**config.mk**
```make
export PLATFORM = sky130hd
export DESIGN_NAME = trigger_state_pointer_regs
export DESIGN_NICKNAME = d
export VERILOG_FILES = /design/src/core/dpll_ptr_pkg.sv /design/src/core/trigger_state_pointer_regs.sv
export VERILOG_INCLUDE_DIRS = /design/src /design/src/core
export SDC_FILE = /design/constraint.sdc
export NUM_CORES = 1
export LEC_CHECK = 0
export BUFFER_PORTS_ARGS = -buffer_cell sky130_fd_sc_hd__buf_2
export CAP_MARGIN = 20
export CELL_PAD_IN_SITES_DETAIL_PLACEMENT = 0
export CELL_PAD_IN_SITES_GLOBAL_PLACEMENT = 1
export CORE_UTILIZATION = 41
export CTS_CLUSTER_DIAMETER = 150
export DETAILED_ROUTE_END_ITERATION = 8
export PLACE_DENSITY_LB_ADDON = 0.1
export SLEW_MARGIN = 20
export SYNTH_ARGS = -nofsm -noshare
export SYNTH_HDL_FRONTEND = slang
export SYNTH_SLANG_ARGS = --single-unit
export TNS_END_PERCENT = 30
```
**constraint.sdc**
```tcl
create_clock -name clk -period 3.6 [get_ports clk]
set_input_delay 0.72 -clock clk [delete_from_list [all_inputs] [get_ports clk]]
set_output_delay 0.72 -clock clk [all_outputs]
set_load 0.03 [all_outputs]
```
**src/core/dpll_ptr_map.svh**
```systemverilog
/*
 Offsets, field positions, reset values and step sizes of the
 trigger/state adapt pointer bank. Assumes a [0:31] register view
 in which bit 0 is the most significant bit.
*/
`ifndef DPLL_PTR_MAP_SVH
`define DPLL_PTR_MAP_SVH

`define OFS_TRIG_ADAPT   4'h0
`define OFS_STATE_ADAPT  4'h4
`define OFS_RECENT       4'h8

`define F_TPTR           20:29
`define F_SPTR           24:29
`define F_RCNT           22:31
`define B_FST            21
`define F_CUR            16:18
`define F_LAST           13:15
`define F_VIRT           7:12
`define B_WRCNT          2
`define B_WSYNC          1
`define B_WVIRT          0

`define RST_RCNT         10'h001
`define RST_SYNC         3'h1
`define FORCE_RCNT       10'h001
`define RCNT_FULL        12'h800

`define STEP_ONE         10'h001
`define CORR_FREE        10'h004
`define CORR_SMC         10'h002
`define STEP_CORR        10'h003
`define PTR_SHIFT        2
`define TRIG_ADAPT_BASE  16'h4000
`define STATE_ADAPT_BASE 16'h1000

`endif

```
**src/core/dpll_ptr_pkg.sv**
```systemverilog
/*
 Types for the trigger/state adapt pointer bank.
 Assumes the map header is compiled alongside.
*/
package dpll_ptr_pkg;

    // Register port request
    typedef struct packed {
        logic        wr;
        logic        rd;
        logic [3:0]  addr;
        logic [0:31] wdata;
    } bus_req_t;

    // Events from the loop engine, all synchronous to clk
    typedef struct packed {
        logic trigValid;
        logic trigDirection;
        logic specialModeCtrl;
        logic stateValid;
        logic stateDirection;
        logic lockLost;
    } loop_evt_t;

    // Whole block state
    typedef struct packed {
        logic [9:0]  trigAdaptPtr;
        logic [5:0]  stateAdaptPtr;
        logic [9:0]  recentTrigCount;
        logic        trigFullScaleFlag;
        logic [2:0]  curIncrEventCount;
        logic [2:0]  lastIncrEventCount;
        logic [5:0]  virtualTrigCount;
        logic        trigDirSeen;
        logic        stateDirSeen;
        logic        trigPend;
        logic        statePend;
        logic [0:31] rdata;
    } bank_state_t;

endpackage

```
**src/core/trigger_state_pointer_regs.sv**
```systemverilog
/*
 Trigger adapt pointer, state adapt pointer and recent trigger
 count control registers of the loop, with pointer stepping and
 direction correction. Assumes a single-cycle register port and
 loop events synchronous to clk; bit 0 of a register is its MSB.
*/
// Notes on behaviour
// - Trigger adapt pointer is 10 bits at 20..29, zero after reset.
// - Trigger pointer steps by one with each valid trigger event.
// - Without special mode direction changes after event; with it, known before.
// - Direction change corrects pointer by four, or two in special mode.
// - RAM address is pointer at its bit place plus region base.
// - Reserved bits read zero; software writes zero.
// - State adapt pointer is 6 bits at 24..29, zero after reset.
// - State pointer steps on event, plus double correction after direction change.
// - Recent count is software set, forced to one on trigger direction change or lock loss.
// - Recent count zero means full scale, not zero events.
// - Recent count and full-scale flag write only with enable bit 2.
// - Current increment count writes only with enable bit 1.
// - Writing current increment count moves old value to last count.
// - Virtual count writes only with enable bit 0; enables read zero.
// - Past distance is recent count minus virtual count.
`timescale 1ns/1ps
`include "dpll_ptr_map.svh"

module trigger_state_pointer_regs
    import dpll_ptr_pkg::*;
(
    input  wire logic        clk,
    input  wire logic        nrst,
    input  wire bus_req_t    req,
    input  wire loop_evt_t   evt,
    output logic      [0:31] rdata,
    output logic      [9:0]  trigAdaptPtr,
    output logic      [5:0]  stateAdaptPtr,
    output logic      [15:0] trigRamAddr,
    output logic      [15:0] stateRamAddr,
    output logic      [11:0] recentEffective,
    output logic      [11:0] pastTrigDistance,
    output logic             trigFullScaleFlag
);

    ////////////////////////////////////////////////////////////////
    // Helpers

    // Pointer move with wrap, up or down
    function automatic logic [9:0] movePtr(input logic [9:0] p,
                                           input logic       down,
                                           input logic [9:0] amt);
        movePtr = down ? p - amt : p + amt;
    endfunction

    // Word aligned RAM address of a pointer within its region
    function automatic logic [15:0] ramAddr(input logic [15:0] base,
                                            input logic [9:0]  ptr);
        ramAddr = base + (16'({6'h00, ptr}) << `PTR_SHIFT);
    endfunction

    bank_state_t q;
    bank_state_t d;
    logic        trigChg;
    logic        stateChg;
    logic        wrTrig;
    logic        wrState;
    logic        wrRecent;
    logic        forceOne;
    logic [9:0]  trigAmt;
    logic        stateCorr;

    ////////////////////////////////////////////////////////////////
    // Event and access decode
    assign trigChg  = evt.trigDirection != q.trigDirSeen;
    assign stateChg = evt.stateDirection != q.stateDirSeen;
    assign wrTrig   = req.wr && (req.addr == `OFS_TRIG_ADAPT);
    assign wrState  = req.wr && (req.addr == `OFS_STATE_ADAPT);
    assign wrRecent = req.wr && (req.addr == `OFS_RECENT);
    assign forceOne = trigChg || evt.lockLost;

    // Trigger step size: step, plus correction chosen by mode
    always_comb begin
        trigAmt = '0;
        if (evt.trigValid) begin
            trigAmt = `STEP_ONE;
            if (evt.specialModeCtrl && (q.trigPend || trigChg)) begin
                trigAmt = `STEP_CORR;
            end
        end
        // Change seen after the event: correct at once, four places
        if (trigChg && !evt.specialModeCtrl) begin
            trigAmt = trigAmt + `CORR_FREE;
        end
    end

    assign stateCorr = q.statePend || stateChg;

    ////////////////////////////////////////////////////////////////
    // Next state
    always_comb begin
        d = q;
        d.rdata = '0;
        d.trigDirSeen  = evt.trigDirection;
        d.stateDirSeen = evt.stateDirection;

        // Trigger pointer; a special mode change waits for the event
        d.trigAdaptPtr = movePtr(q.trigAdaptPtr, evt.trigDirection, trigAmt);
        if (evt.specialModeCtrl && trigChg && !evt.trigValid) begin
            d.trigPend = 1'b1;
        end else if (evt.trigValid || !evt.specialModeCtrl) begin
            d.trigPend = 1'b0;
        end

        // State pointer: direction is always known before the event
        if (evt.stateValid) begin
            d.stateAdaptPtr = 6'(movePtr({4'h0, q.stateAdaptPtr},
                                         evt.stateDirection,
                                         stateCorr ? `STEP_CORR : `STEP_ONE));
            d.statePend = 1'b0;
        end else if (stateChg) begin
            d.statePend = 1'b1;
        end

        // Software load of the pointers overrides a same-cycle step
        if (wrTrig) begin
            d.trigAdaptPtr = req.wdata[`F_TPTR];
        end
        if (wrState) begin
            d.stateAdaptPtr = req.wdata[`F_SPTR];
        end

        // Each field group gated by its own enable bit; recent count and full-scale flag share bit 2
        if (wrRecent && req.wdata[`B_WRCNT]) begin
            d.recentTrigCount   = req.wdata[`F_RCNT];
            d.trigFullScaleFlag = req.wdata[`B_FST];
        end
        if (wrRecent && req.wdata[`B_WSYNC]) begin
            d.curIncrEventCount  = req.wdata[`F_CUR];
            d.lastIncrEventCount = q.curIncrEventCount;
        end
        if (wrRecent && req.wdata[`B_WVIRT]) begin
            d.virtualTrigCount = req.wdata[`F_VIRT];
        end
        // Hardware force beats a software write in the same cycle
        if (forceOne) begin
            d.recentTrigCount = `FORCE_RCNT;
        end

        // Read view; reserved and enable bits stay zero
        if (req.rd) begin
            case (req.addr)
                `OFS_TRIG_ADAPT: begin
                    d.rdata[`F_TPTR] = q.trigAdaptPtr;
                end
                `OFS_STATE_ADAPT: begin
                    d.rdata[`F_SPTR] = q.stateAdaptPtr;
                end
                `OFS_RECENT: begin
                    d.rdata[`F_RCNT] = q.recentTrigCount;
                    d.rdata[`B_FST]  = q.trigFullScaleFlag;
                    d.rdata[`F_CUR]  = q.curIncrEventCount;
                    d.rdata[`F_LAST] = q.lastIncrEventCount;
                    d.rdata[`F_VIRT] = q.virtualTrigCount;
                end
                default: begin
                    d.rdata = '0;
                end
            endcase
        end
    end

    // State register; direction history starts at forward
    always_ff @(posedge clk or negedge nrst) begin
        if (!nrst) begin
            q <= '0;
            q.recentTrigCount    <= `RST_RCNT;
            q.curIncrEventCount  <= `RST_SYNC;
            q.lastIncrEventCount <= `RST_SYNC;
        end else begin
            q <= d;
        end
    end

    ////////////////////////////////////////////////////////////////
    // Outputs
    assign rdata             = q.rdata;
    assign trigAdaptPtr      = q.trigAdaptPtr;
    assign stateAdaptPtr     = q.stateAdaptPtr;
    assign trigFullScaleFlag = q.trigFullScaleFlag;
    assign trigRamAddr  = ramAddr(`TRIG_ADAPT_BASE, q.trigAdaptPtr);
    assign stateRamAddr = ramAddr(`STATE_ADAPT_BASE, {4'h0, q.stateAdaptPtr});
    // Zero stands for the full history depth
    assign recentEffective = (q.recentTrigCount == '0) ? `RCNT_FULL
                                                       : {2'b00, q.recentTrigCount};
    // Virtual count applies to the past position only
    assign pastTrigDistance = recentEffective - {6'h00, q.virtualTrigCount};
endmodule

```
==> flow_summary_export.csv, run 1 <==
group,metric,value,unit
outcome,outcome,"completed",
power,intPower,1.888,mW
power,p_leak,2.452,nW
routing,detail-route-antenna-nets,0,
critical_path,cp-end-kind,"primary output",
routing,avgViaCountPerCell,4.920,
global_routing,grt-ovfl-total,0,
clocking,cts_hold_buf,0,
critical_path,crit_type,"register to primary output",
synth,yosys-top-cells-count,"82 x sky130_fd_sc_hd__buf_4, 64 x sky130_fd_sc_hd__dfrtp_1, 34 x sky130_fd_sc_hd__a21oi_1",
clocking,cts_resized,0,
synth,synth_most_common_cell,"sky130_fd_sc_hd__buf_4",
critical_path,ff2ff_setup_slack,0.94,ns
power,netSwitchingFraction,45.75,%
layout,drive_above_1_share,30.41,%
routing,detail_route.wl_per_cell,14.69,µm
sta,fin_crit_share,93.70,%
sta,finalHoldViolations,0,
routing,drt_iter0_drc,138,
clocking,cts.root.buffer_cell,"sky130_fd_sc_hd__clkbuf_8",
placement,port_buffers,117,
synth,post_synth_arst_share,100.0,%
floorplanning,rows,37,
power,power.net_switching,1.592,mW
critical_path,worst_setup_path_start_kind,"register",
run,cap_violations,0,
synth,synth_area_per_cell,9.245,µm²
sta,max_freq,296.5,MHz
clocking,cts_tree,"built",
floorplanning,chipWidth,106.1,µm
global_routing,grt_max_degree,28,
placement,dp_hpwl,7643,µm
synth,ys.flop_type,"sky130_fd_sc_hd__dfrtp_1",
sta,timing.clock.skew,0.009991,ns
global_routing,global_route_usage_over_all_layers,18.19,%
worst_hold_path,hold_path_class,"primary input to asynchronous set/reset pin",
clocking,post_cts.repair.setup_buffers,0,
layout,filler_free_cell_count_of_the_finished_design,672,
layout,design_area,4818,µm²
placement,place_inst,656,
global_routing,number_of_antenna_violations_at_the_first_check_in_global_routing,0,
floorplanning,die-height,106.1,µm
synth,netlist.area_leader.share,36.02,%
sta,final.min_clock_period,3.373,ns
floorplanning,top_level_ports,151,
synth,synth.yosys.warnings,0,
sta,slew_viol_final,0,
critical_path,arrival_worst_endpoint,2.65,ns
sta,finalSetupTns,0,ns
placement,placed_cell_area,4607,µm²
global_routing,grt_pass1_wl,15750,µm
synth,yosysUniqueCellTypes,51,
critical_path,worst_ep_required_time,2.88,ns
routing,via_count,3306,
synth,ys_seq_area_share,37.79,%
floorplanning,initial_cell_density_of_the_core,42.69,%
layout,antenna-diode-count,0,
sta,timing_worst_slew_pin_value,0.6037,ns
synth,number_of_flops_mapped_to_enable_cells_by_yosys,0,
routing,drt_pre_antenna_iters,5,
sta,worst_slew_slack_as_a_fraction_of_its_limit,59.75,%
layout,flow.area_growth_from_synthesis,8.357,%
clocking,worstSkewPairLatency,0.35,ns
power,power.share.clock,19.1,%
synth,synth_top_area_cell,"sky130_fd_sc_hd__dfrtp_1",
synth,yosys_register_bits,67,
power,design_power_total,3.480,mW
placement,gp_congestion,0.7887,
global_routing,grt_pass1_vias,3105,
synth,synth_cells,481,
power,power.share.combinational,50.9,%
sta,grt_setup_unrepaired,"false",
power,power_frac_seq,30.0,%
power,power_density_relative_to_cell_area,722.3,nW/µm²
synth,netlist_top_cells_area,"sky130_fd_sc_hd__dfrtp_1 36%, sky130_fd_sc_hd__buf_4 14%, sky130_fd_sc_hd__ha_1 5.6%",
floorplanning,floorplan.core_area,10420,µm²
clocking,cts_max_path_buffers,2,
clocking,number_of_buffers_created_by_cts,9,
routing,routed_wirelength,9875,µm
critical_path,worstPathMaxFanout,5,
power,vdd.ir_drop.worst,0.3821,mV
layout,design.final.nets,600,
routing,detail_route.drc_violations,0,
synth,post_synth_instance_area,4447,µm²
clocking,cts.sink_count,67,
floorplanning,die-area,11270,µm²
sta,setup_violations,0,
clocking,clk_transition_reported_paths,0.08,ns
clocking,cts_htree_levels,3,
-- stage by stage --
| step | worst slack (ns) | hold slack (ns) | utilization (%) |
|---|---|---|---|
| final | 0.2269 | 0.3741 | 46.26 |
| after global routing | 0.07294 | 0.4143 | 46.26 |
| after CTS | 0.08874 | 0.3821 | 46.26 |
| after detailed placement | 0.4586 | 0.4594 | 44.23 |
| after global placement | 0.4791 | 0.4583 | 44.23 |
| after floorplan | 0.2804 | 0.4244 | - |
-- area by class of cell --
| class | instances | area (µm²) |
|---|---|---|
| inverters | 23 | 86.33 |
| flip-flops and latches | 67 | 1680 |
| well taps | 136 | 170.2 |
| clock inverters | 5 | 60.06 |
| fillers | 1050 | 5598 |
| repair buffers | 122 | 623.1 |
| multi-input cells | 308 | 2047 |
| clock buffers | 11 | 151.4 |
-- registers in the layout (all words and copies together) (netlist names) --
signal,cells
trigFullScaleFlag,1
trigAdaptPtr,10
stateAdaptPtr,6
q,26
rdata,24
-- power by group through the flow --
| stage | sequential, mW | clock, mW | combinational, mW |
|---|---|---|---|
| after global routing | 1.07 | 0.708 | 1.94 |
| after CTS | 1.05 | 0.686 | 1.78 |
| after floorplan | 1.01 | 0 | 1.64 |
| after global placement | 1.05 | 0 | 1.76 |
| final | 1.04 | 0.666 | 1.77 |
| after detailed placement | 1.06 | 0 | 1.77 |
-- placed cells by master, fill, tap and decap left out, drive strengths merged, types with 8 or more instances in the layout --
master and n:
o21a 9, a21oi 34, buf 122, mux2i 14
nand3 13, dfrtp 64, o21ai 13, nor2b 8
and2 16, nor3 16, mux2 14, clkbuf 11
nand2 31, conb 25, ha 20, nor2 29
inv 24
-- per-layer routing --
metal,routed length [µm],global-route usage (%),vias to the layer above
met5,0,0,-
met1,4620,24.74,1555
met2,4528,28.85,123
li1,-,-,1619
met4,127,6.647,0
met3,598,3.311,9
-- cell families after synthesis --
| kind of cell | synth area share, % |
|---|---|
| AOI/OAI and AO/OA | 12.07 |
| xor gates and xnor gates | 2.364 |
| adders and majority gates | 6.978 |
| buffers and inverters | 18.12 |
| DFF | 37.79 |
| muxes | 6.697 |
| other | 0.1689 |
| and+or+nand+nor | 15.81 |
-- worst max-delay path: stages (launching register included) --
cell	delay, ns
sky130_fd_sc_hd__dfstp_2	0.57
sky130_fd_sc_hd__inv_1	0.05
sky130_fd_sc_hd__ha_1	0.22
sky130_fd_sc_hd__fa_1	0.42
sky130_fd_sc_hd__nor2b_1	0.12
sky130_fd_sc_hd__o21ai_0	0.11
sky130_fd_sc_hd__a21boi_1	0.33
sky130_fd_sc_hd__o21a_1	0.21
sky130_fd_sc_hd__o22ai_1	0.10
sky130_fd_sc_hd__buf_2	0.19
-- final timing paths --
path | start | to | depth (start not counted)
hold / removal | nrst | stateAdaptPtr[2]$_DFFE_PN0P_ | 1
max in group asynchronous | nrst | q[45]$_DFFE_PN1P_ | 2
setup / recovery | q[49]$_DFFE_PN1P_ | pastTrigDistance[8] | 9
setup reg to reg | q[35]$_DFF_PN0_ | trigAdaptPtr[8]$_DFF_PN0_ | 11
hold reg to reg | q[43]$_DFFE_PN0P_ | rdata[14]$_DFF_PN0_ | 1
min in group clk | q[43]$_DFFE_PN0P_ | rdata[14]$_DFF_PN0_ | 1
(Power assumes the default switching activity.)
==> inputs of run 2 (changes only) <==
--- a/config.mk
+++ b/config.mk
@@ -6,11 +6,12 @@
 export SDC_FILE = /design/constraint.sdc
 export NUM_CORES = 1
 export LEC_CHECK = 0
+export ABC_AREA = 1
 export BUFFER_PORTS_ARGS = -buffer_cell sky130_fd_sc_hd__buf_2
 export CAP_MARGIN = 20
 export CELL_PAD_IN_SITES_DETAIL_PLACEMENT = 0
 export CELL_PAD_IN_SITES_GLOBAL_PLACEMENT = 1
-export CORE_UTILIZATION = 41
+export CORE_UTILIZATION = 39
 export CTS_CLUSTER_DIAMETER = 150
 export DETAILED_ROUTE_END_ITERATION = 8
 export PLACE_DENSITY_LB_ADDON = 0.1
==> run 2 against run 1 <==
Against the previous run: register-to-register slack gained 0.13 ns; final cell count grew 12%; clock skew decreased by 0.0039 ns; combinational power decreased by 13%; critical path depth stayed put; wire length increased by 4.5%; fmax is 4.8% higher.
==> flow_summary_export.csv, run 2 <==
group,metric,value,unit
critical_path,cp-end-kind,"primary output",
clocking,cts_tree,"built",
global_routing,global_route_usage_over_all_layers,18.89,%
power,vdd.ir_drop.worst,0.3398,mV
routing,drt_pre_antenna_iters,4,
clocking,cts_hold_buf,0,
worst_hold_path,hold_path_class,"register to register",
sta,slew_viol_final,0,
critical_path,buffers_plus_inverters_on_the_worst_setup_path,2,
synth,ys_seq_area_share,38.20,%
floorplanning,die-area,11710,µm²
floorplanning,top_level_ports,151,
critical_path,worst_ep_required_time,2.88,ns
synth,synth_area_per_cell,7.941,µm²
clocking,cts.sink_count,67,
critical_path,arrival_worst_endpoint,2.50,ns
layout,antenna-diode-count,0,
sta,fin_crit_share,89.45,%
sta,fin_worst_hold_slack,0.4750,ns
clocking,number_of_buffers_created_by_cts,9,
synth,yosysUniqueCellTypes,40,
power,p_leak,2.808,nW
layout,design.final.nets,679,
layout,largest_reg_flops,26,
sta,worst_slew_slack_as_a_fraction_of_its_limit,41.05,%
power,power_density_relative_to_cell_area,724.3,nW/µm²
clocking,cts.root.buffer_cell,"sky130_fd_sc_hd__clkbuf_16",
placement,place_inst,739,
outcome,outcome,"completed",
global_routing,grt_pass1_vias,3264,
synth,yosys-top-cells-count,"112 x sky130_fd_sc_hd__nand2_1, 81 x sky130_fd_sc_hd__buf_4, 73 x sky130_fd_sc_hd__inv_1",
floorplanning,floorplan.core_area,10940,µm²
clocking,post_cts.repair.setup_buffers,0,
layout,drive_above_1_share,25.69,%
clocking,cts_max_path_buffers,2,
clocking,cts_htree_levels,3,
synth,synth_most_common_cell,"sky130_fd_sc_hd__nand2_1",
floorplanning,die-height,108.2,µm
global_routing,grt_max_degree,68,
synth,netlist.area_leader.share,36.41,%
synth,number_of_flops_mapped_to_enable_cells_by_yosys,0,
floorplanning,initial_cell_density_of_the_core,40.23,%
placement,dp_hpwl,8215,µm
synth,post_synth_arst_share,100.0,%
synth,synth.yosys.warnings,0,
sta,timing.clock.skew,0.006087,ns
layout,filler_free_cell_count_of_the_finished_design,755,
routing,routed_wirelength,10320,µm
global_routing,grt-ovfl-total,0,
sta,setup_violations,0,
layout,nFillCells,1130,
routing,avgViaCountPerCell,4.588,
synth,netlist_top_cells_area,"sky130_fd_sc_hd__dfrtp_1 36%, sky130_fd_sc_hd__buf_4 14%, sky130_fd_sc_hd__nand2_1 9.6%",
layout,layout_commonest_cell,"sky130_fd_sc_hd__buf_2",
routing,detail_route.wl_per_cell,13.66,µm
critical_path,crit_path_cell_trace,"inv_1 -> ha_1 -> fa_1 -> o21ai_1 -> nand2_1 -> o21ai_1 -> nand2_1 -> nand2_1 -> buf_2",
clocking,clk_transition_reported_paths,0.06,ns
clocking,worstSkewPairLatency,0.33,ns
layout,register_with_the_most_flip_flops,"q",
sta,finalHoldViolations,0,
routing,detail_route.drc_violations,0,
layout,layout.cells.most_common_list,"117 x sky130_fd_sc_hd__buf_2, 112 x sky130_fd_sc_hd__nand2_1, 73 x sky130_fd_sc_hd__inv_1",
power,design_power_total,3.558,mW
sta,max_freq,310.5,MHz
critical_path,slowest_stage,"sky130_fd_sc_hd__dfstp_2",
placement,port_buffers,117,
critical_path,cpPeakStageDelay,0.58,ns
sta,grt_setup_unrepaired,"false",
synth,ys.flop_type,"sky130_fd_sc_hd__dfrtp_1",
sta,timing_worst_slew_pin_value,0.8842,ns
sta,final.min_clock_period,3.220,ns
run,cap_violations,0,
critical_path,worstPathMaxFanout,4,
synth,synth_top_area_cell,"sky130_fd_sc_hd__dfrtp_1",
clocking,cts_resized,0,
layout,flow.area_growth_from_synthesis,11.66,%
routing,via_count,3464,
floorplanning,rows,38,
global_routing,number_of_antenna_violations_at_the_first_check_in_global_routing,0,
synth,synth_cells,554,
global_routing,grt_pass1_wl,16550,µm
critical_path,crit_type,"register to primary output",
floorplanning,chipWidth,108.2,µm
synth,post_synth_instance_area,4399,µm²
routing,detail-route-antenna-nets,0,
critical_path,worst_setup_path_start_kind,"register",
critical_path,timing.critical_path.mode_cell,"sky130_fd_sc_hd__nand2_1",
synth,yosys_register_bits,67,
critical_path,critPathTopFamily,"adder cells",
placement,gp_congestion,0.8345,
routing,drt_iter0_drc,123,
layout,finish.utilization,44.92,%
sta,finalSetupTns,0,ns
run 2: metal layers:
metal / vias to the layer above / wire [µm] / GRT usage (%)
met2: 112 / 4860 / 30.53
met3: 6 / 541 / 3.978
li1: 1751 / - / -
met1: 1595 / 4822 / 25.05
met4: 0 / 93 / 6.262
met5: - / 0 / 0
run 2: cell families after synthesis:
logic type | synth area share (%)
xor gates and xnor gates | 2.389
adders and majority gates | 7.054
AOI/OAI and AO/OA | 8.789
buffers and inverters | 22.01
DFF | 38.20
other | 0.1707
and+or+nand+nor | 21.39
run 2: path summary, 6_finish.rpt:
check	slack, ns	start	endpoint	cells after the start
hold reg to reg	0.48	q[42]$_DFFE_PN1P_	rdata[15]$_DFF_PN0_	2
setup / recovery	0.38	q[49]$_DFFE_PN1P_	pastTrigDistance[6]	9
hold / removal	0.48	q[42]$_DFFE_PN1P_	rdata[15]$_DFF_PN0_	2
setup reg to reg	1.07	q[35]$_DFF_PN0_	trigAdaptPtr[7]$_DFF_PN0_	13
min in group asynchronous	0.57	nrst	rdata[9]$_DFF_PN0_	2
max in group asynchronous	2.43	nrst	q[35]$_DFF_PN0_	2
run 2: tightest hold or removal path: stages (launching register included):
cell	delay [ns]
sky130_fd_sc_hd__dfstp_2	0.37
sky130_fd_sc_hd__inv_1	0.04
sky130_fd_sc_hd__nor2_1	0.03
run 2: per-stage QoR:
stage / worst slack (ns) / instance area [µm²]
after global routing: 0.2249 / 4912
after CTS: 0.3432 / 4912
after floorplan: 0.9122 / 4486
after detailed placement: 0.5290 / 4578
after global placement: 0.5715 / 4578
final: 0.3799 / 4912
run 2: report_power, final:
part | total [mW] | internal, mW | switching [mW]
Clock | 0.987 | 0.634 | 0.353
Sequential | 1.03 | 0.889 | 0.142
Combinational | 1.54 | 0.491 | 1.05
run 2: cell type report:
| type | instances | area, µm² | share of cell area, % |
|---|---|---|---|
| multi-input combinational | 337 | 1837 | 37.39 |
| sequential | 67 | 1680 | 34.21 |
| timing repair buffer | 118 | 593.1 | 12.07 |
| inverter | 77 | 292.8 | 5.960 |
| clock buffer | 10 | 239.0 | 4.865 |
| tap | 140 | 175.2 | 3.566 |
| clock inverter | 6 | 95.09 | 1.936 |
==> inputs of run 3 (changes only) <==
--- a/config.mk
+++ b/config.mk
@@ -11,7 +11,7 @@
 export CAP_MARGIN = 20
 export CELL_PAD_IN_SITES_DETAIL_PLACEMENT = 0
 export CELL_PAD_IN_SITES_GLOBAL_PLACEMENT = 1
-export CORE_UTILIZATION = 39
+export CORE_UTILIZATION = 36
 export CTS_CLUSTER_DIAMETER = 150
 export DETAILED_ROUTE_END_ITERATION = 8
 export PLACE_DENSITY_LB_ADDON = 0.1
==> constraint.sdc (replaced) <==
create_clock -name clk -period 3 [get_ports clk]
set_input_delay 0.6 -clock clk [delete_from_list [all_inputs] [get_ports clk]]
set_output_delay 0.6 -clock clk [all_outputs]
set_load 0.03 [all_outputs]
==> run 3 against run 2 <==
Against the previous run: sequential cell count is the same; total power grew 14%; clock skew shrank 0.0015 ns; clock-buffer cell count is the same; register-to-register slack lost 0.59 ns; critical path type unchanged.
==> flow_summary_export.csv, run 3 (synthesized netlist as in run 2, its figures left out) <==
group,metric,value,unit
sta,timing_worst_slew_pin_value,0.7511,ns
layout,layout.cells.most_common_list,"115 x sky130_fd_sc_hd__buf_2, 112 x sky130_fd_sc_hd__nand2_1, 73 x sky130_fd_sc_hd__inv_1",
global_routing,global_route_usage_over_all_layers,17.36,%
clocking,cts.sink_count,67,
global_routing,grt-ovfl-total,0,
layout,layout_commonest_cell,"sky130_fd_sc_hd__buf_2",
global_routing,number_of_antenna_violations_at_the_first_check_in_global_routing,0,
routing,detail-route-antenna-nets,0,
floorplanning,die-height,112.5,µm
floorplanning,top_level_ports,151,
global_routing,grt_use_met2,28.48,%
critical_path,slowest_stage,"sky130_fd_sc_hd__dfstp_2",
placement,dp_worst_setup_slack,0.03292,ns
clocking,cts_htree_levels,3,
sta,slew_viol_final,0,
outcome,outcome,"completed",
critical_path,critPathTopFamily,"adder cells",
critical_path,cpPeakStageDelay,0.57,ns
layout,antenna-diode-count,0,
critical_path,worst_ep_required_time,2.40,ns
sta,max_freq,347.4,MHz
critical_path,cp-end-kind,"primary output",
global_routing,grt_use_met1,22.20,%
clocking,cts.root.buffer_cell,"sky130_fd_sc_hd__clkbuf_16",
sta,fin_crit_share,95.96,%
critical_path,timing.critical_path.mode_cell,"sky130_fd_sc_hd__nand2_1",
critical_path,worstPathMaxFanout,4,
routing,detail_route.wl_per_cell,13.52,µm
layout,nFillCells,1289,
global_routing,grt.met3_usage,4.158,%
power,power_density_relative_to_cell_area,823.3,nW/µm²
sta,worst_slew_slack_as_a_fraction_of_its_limit,49.93,%
critical_path,worst_setup_path_start_kind,"register",
critical_path,arrival_worst_endpoint,2.28,ns
sta,final.min_clock_period,2.879,ns
layout,register_with_the_most_flip_flops,"q",
sta,finalHoldViolations,0,
sta,setup_slack,0.1212,ns
power,vdd.ir_drop.worst,0.4993,mV
floorplanning,initial_cell_density_of_the_core,36.78,%
power,p_leak,2.792,nW
sta,finalSetupTns,0,ns
clocking,cts_max_path_buffers,2,
global_routing,grt_most_used_layer,"met2",
routing,drt_pre_antenna_iters,5,
floorplanning,floorplan.core_area,11960,µm²
routing,detail_route.drc_violations,0,
layout,drive_above_1_share,26.42,%
layout,flow.area_growth_from_synthesis,11.63,%
layout,largest_reg_flops,26,
critical_path,buffers_plus_inverters_on_the_worst_setup_path,2,
placement,port_buffers,117,
critical_path,ff2ff_path_depth,13,
critical_path,crit_type,"register to primary output",
sta,setup_violations,0,
placement,dp_hpwl,8461,µm
clocking,cts_hold_buf,0,
run,cap_violations,0,
global_routing,grt_max_degree,36,
floorplanning,die-area,12670,µm²
power,design_power_total,4.043,mW
floorplanning,rows,40,
clocking,worstSkewPairLatency,0.33,ns
global_routing,grt_pass1_wl,16690,µm
clocking,cts_tree,"built",
floorplanning,chipWidth,112.5,µm
routing,drt_iter0_drc,174,
layout,finish.utilization,41.06,%
layout,filler_free_cell_count_of_the_finished_design,764,
global_routing,grt_pass1_vias,3368,
clocking,clk_transition_reported_paths,0.05,ns
critical_path,crit_path_cell_trace,"inv_1 -> ha_2 -> fa_2 -> o21ai_4 -> nand2_1 -> o21ai_2 -> nand2_1 -> nand2_1 -> buf_4",
clocking,number_of_buffers_created_by_cts,9,
placement,gp_congestion,0.8295,
sta,timing.clock.skew,0.004629,ns
routing,routed_wirelength,10330,µm
critical_path,worst-path-stages,9,
placement,place_inst,747,
routing,via_count,3469,
routing,avgViaCountPerCell,4.541,
worst_hold_path,hold_path_class,"primary input to asynchronous set/reset pin",
layout,design.final.nets,681,
-- run 3: cell count changes in the layout (fill, tap and decap cells not counted), moves of 2 or more --
cell,delta
sky130_fd_sc_hd__buf_2,-2
sky130_fd_sc_hd__bufinv_16,-2
sky130_fd_sc_hd__o21ai_1,-2
sky130_fd_sc_hd__clkinvlp_4,+2
sky130_fd_sc_hd__buf_4,+3
sky130_fd_sc_hd__clkinv_2,+2
sky130_fd_sc_hd__inv_6,-3
-- run 3: area by class of cell --
cell class / count / area [µm²] / share of cell area [%]
Clock buffer: 10 / 229.0 / 4.662
Clock inverter: 6 / 42.54 / 0.8662
Inverter: 77 / 292.8 / 5.962
Multi-Input combinational cell: 337 / 1857 / 37.81
Sequential cell: 67 / 1680 / 34.22
Tap cell: 147 / 183.9 / 3.745
Timing Repair Buffer: 120 / 625.6 / 12.74
-- run 3: worst paths after layout --
path | start | to | slack (ns)
setup / recovery | q[49]$_DFFE_PN1P_ | pastTrigDistance[6] | 0.12
hold / removal | nrst | rdata[8]$_DFF_PN0_ | 0.33
setup reg to reg | q[35]$_DFF_PN0_ | trigAdaptPtr[7]$_DFF_PN0_ | 0.48
hold reg to reg | q[42]$_DFFE_PN1P_ | q[42]$_DFFE_PN1P_ | 0.47
max in group asynchronous | nrst | trigAdaptPtr[6]$_DFF_PN0_ | 2.03
min in group clk | evt[4] | q[35]$_DFF_PN0_ | 0.40
-- run 3: metrics by stage --
stage	hold WS (ns)	area (µm²)
6_report	0.3298	4911
5_1_grt	0.3849	4911
4_1_cts	0.3523	4887
3_5_place_dp	0.4668	4607
3_3_place_gp	0.4640	4607
2_1_floorplan	0.3044	4486
-- run 3: report_power, final --
group / internal (mW) / switching (mW)
clock network: 0.558 / 0.393
registers: 1.07 / 0.171
logic: 0.606 / 1.25
-- run 3: timing repair --
item	CTS	global route
pin swaps	1	2
gates resized for setup	3	5
endpoints found under the setup margin	3	2
endpoints found under the hold margin	0	0
setup buffers	0	1
-- run 3: layer usage --
metal | share of wire [%] | up-vias
met5 | 0 | -
met4 | 0.51 | 0
met1 | 47 | 1620
met2 | 49 | 91
li1 | - | 1756
met3 | 3.8 | 2
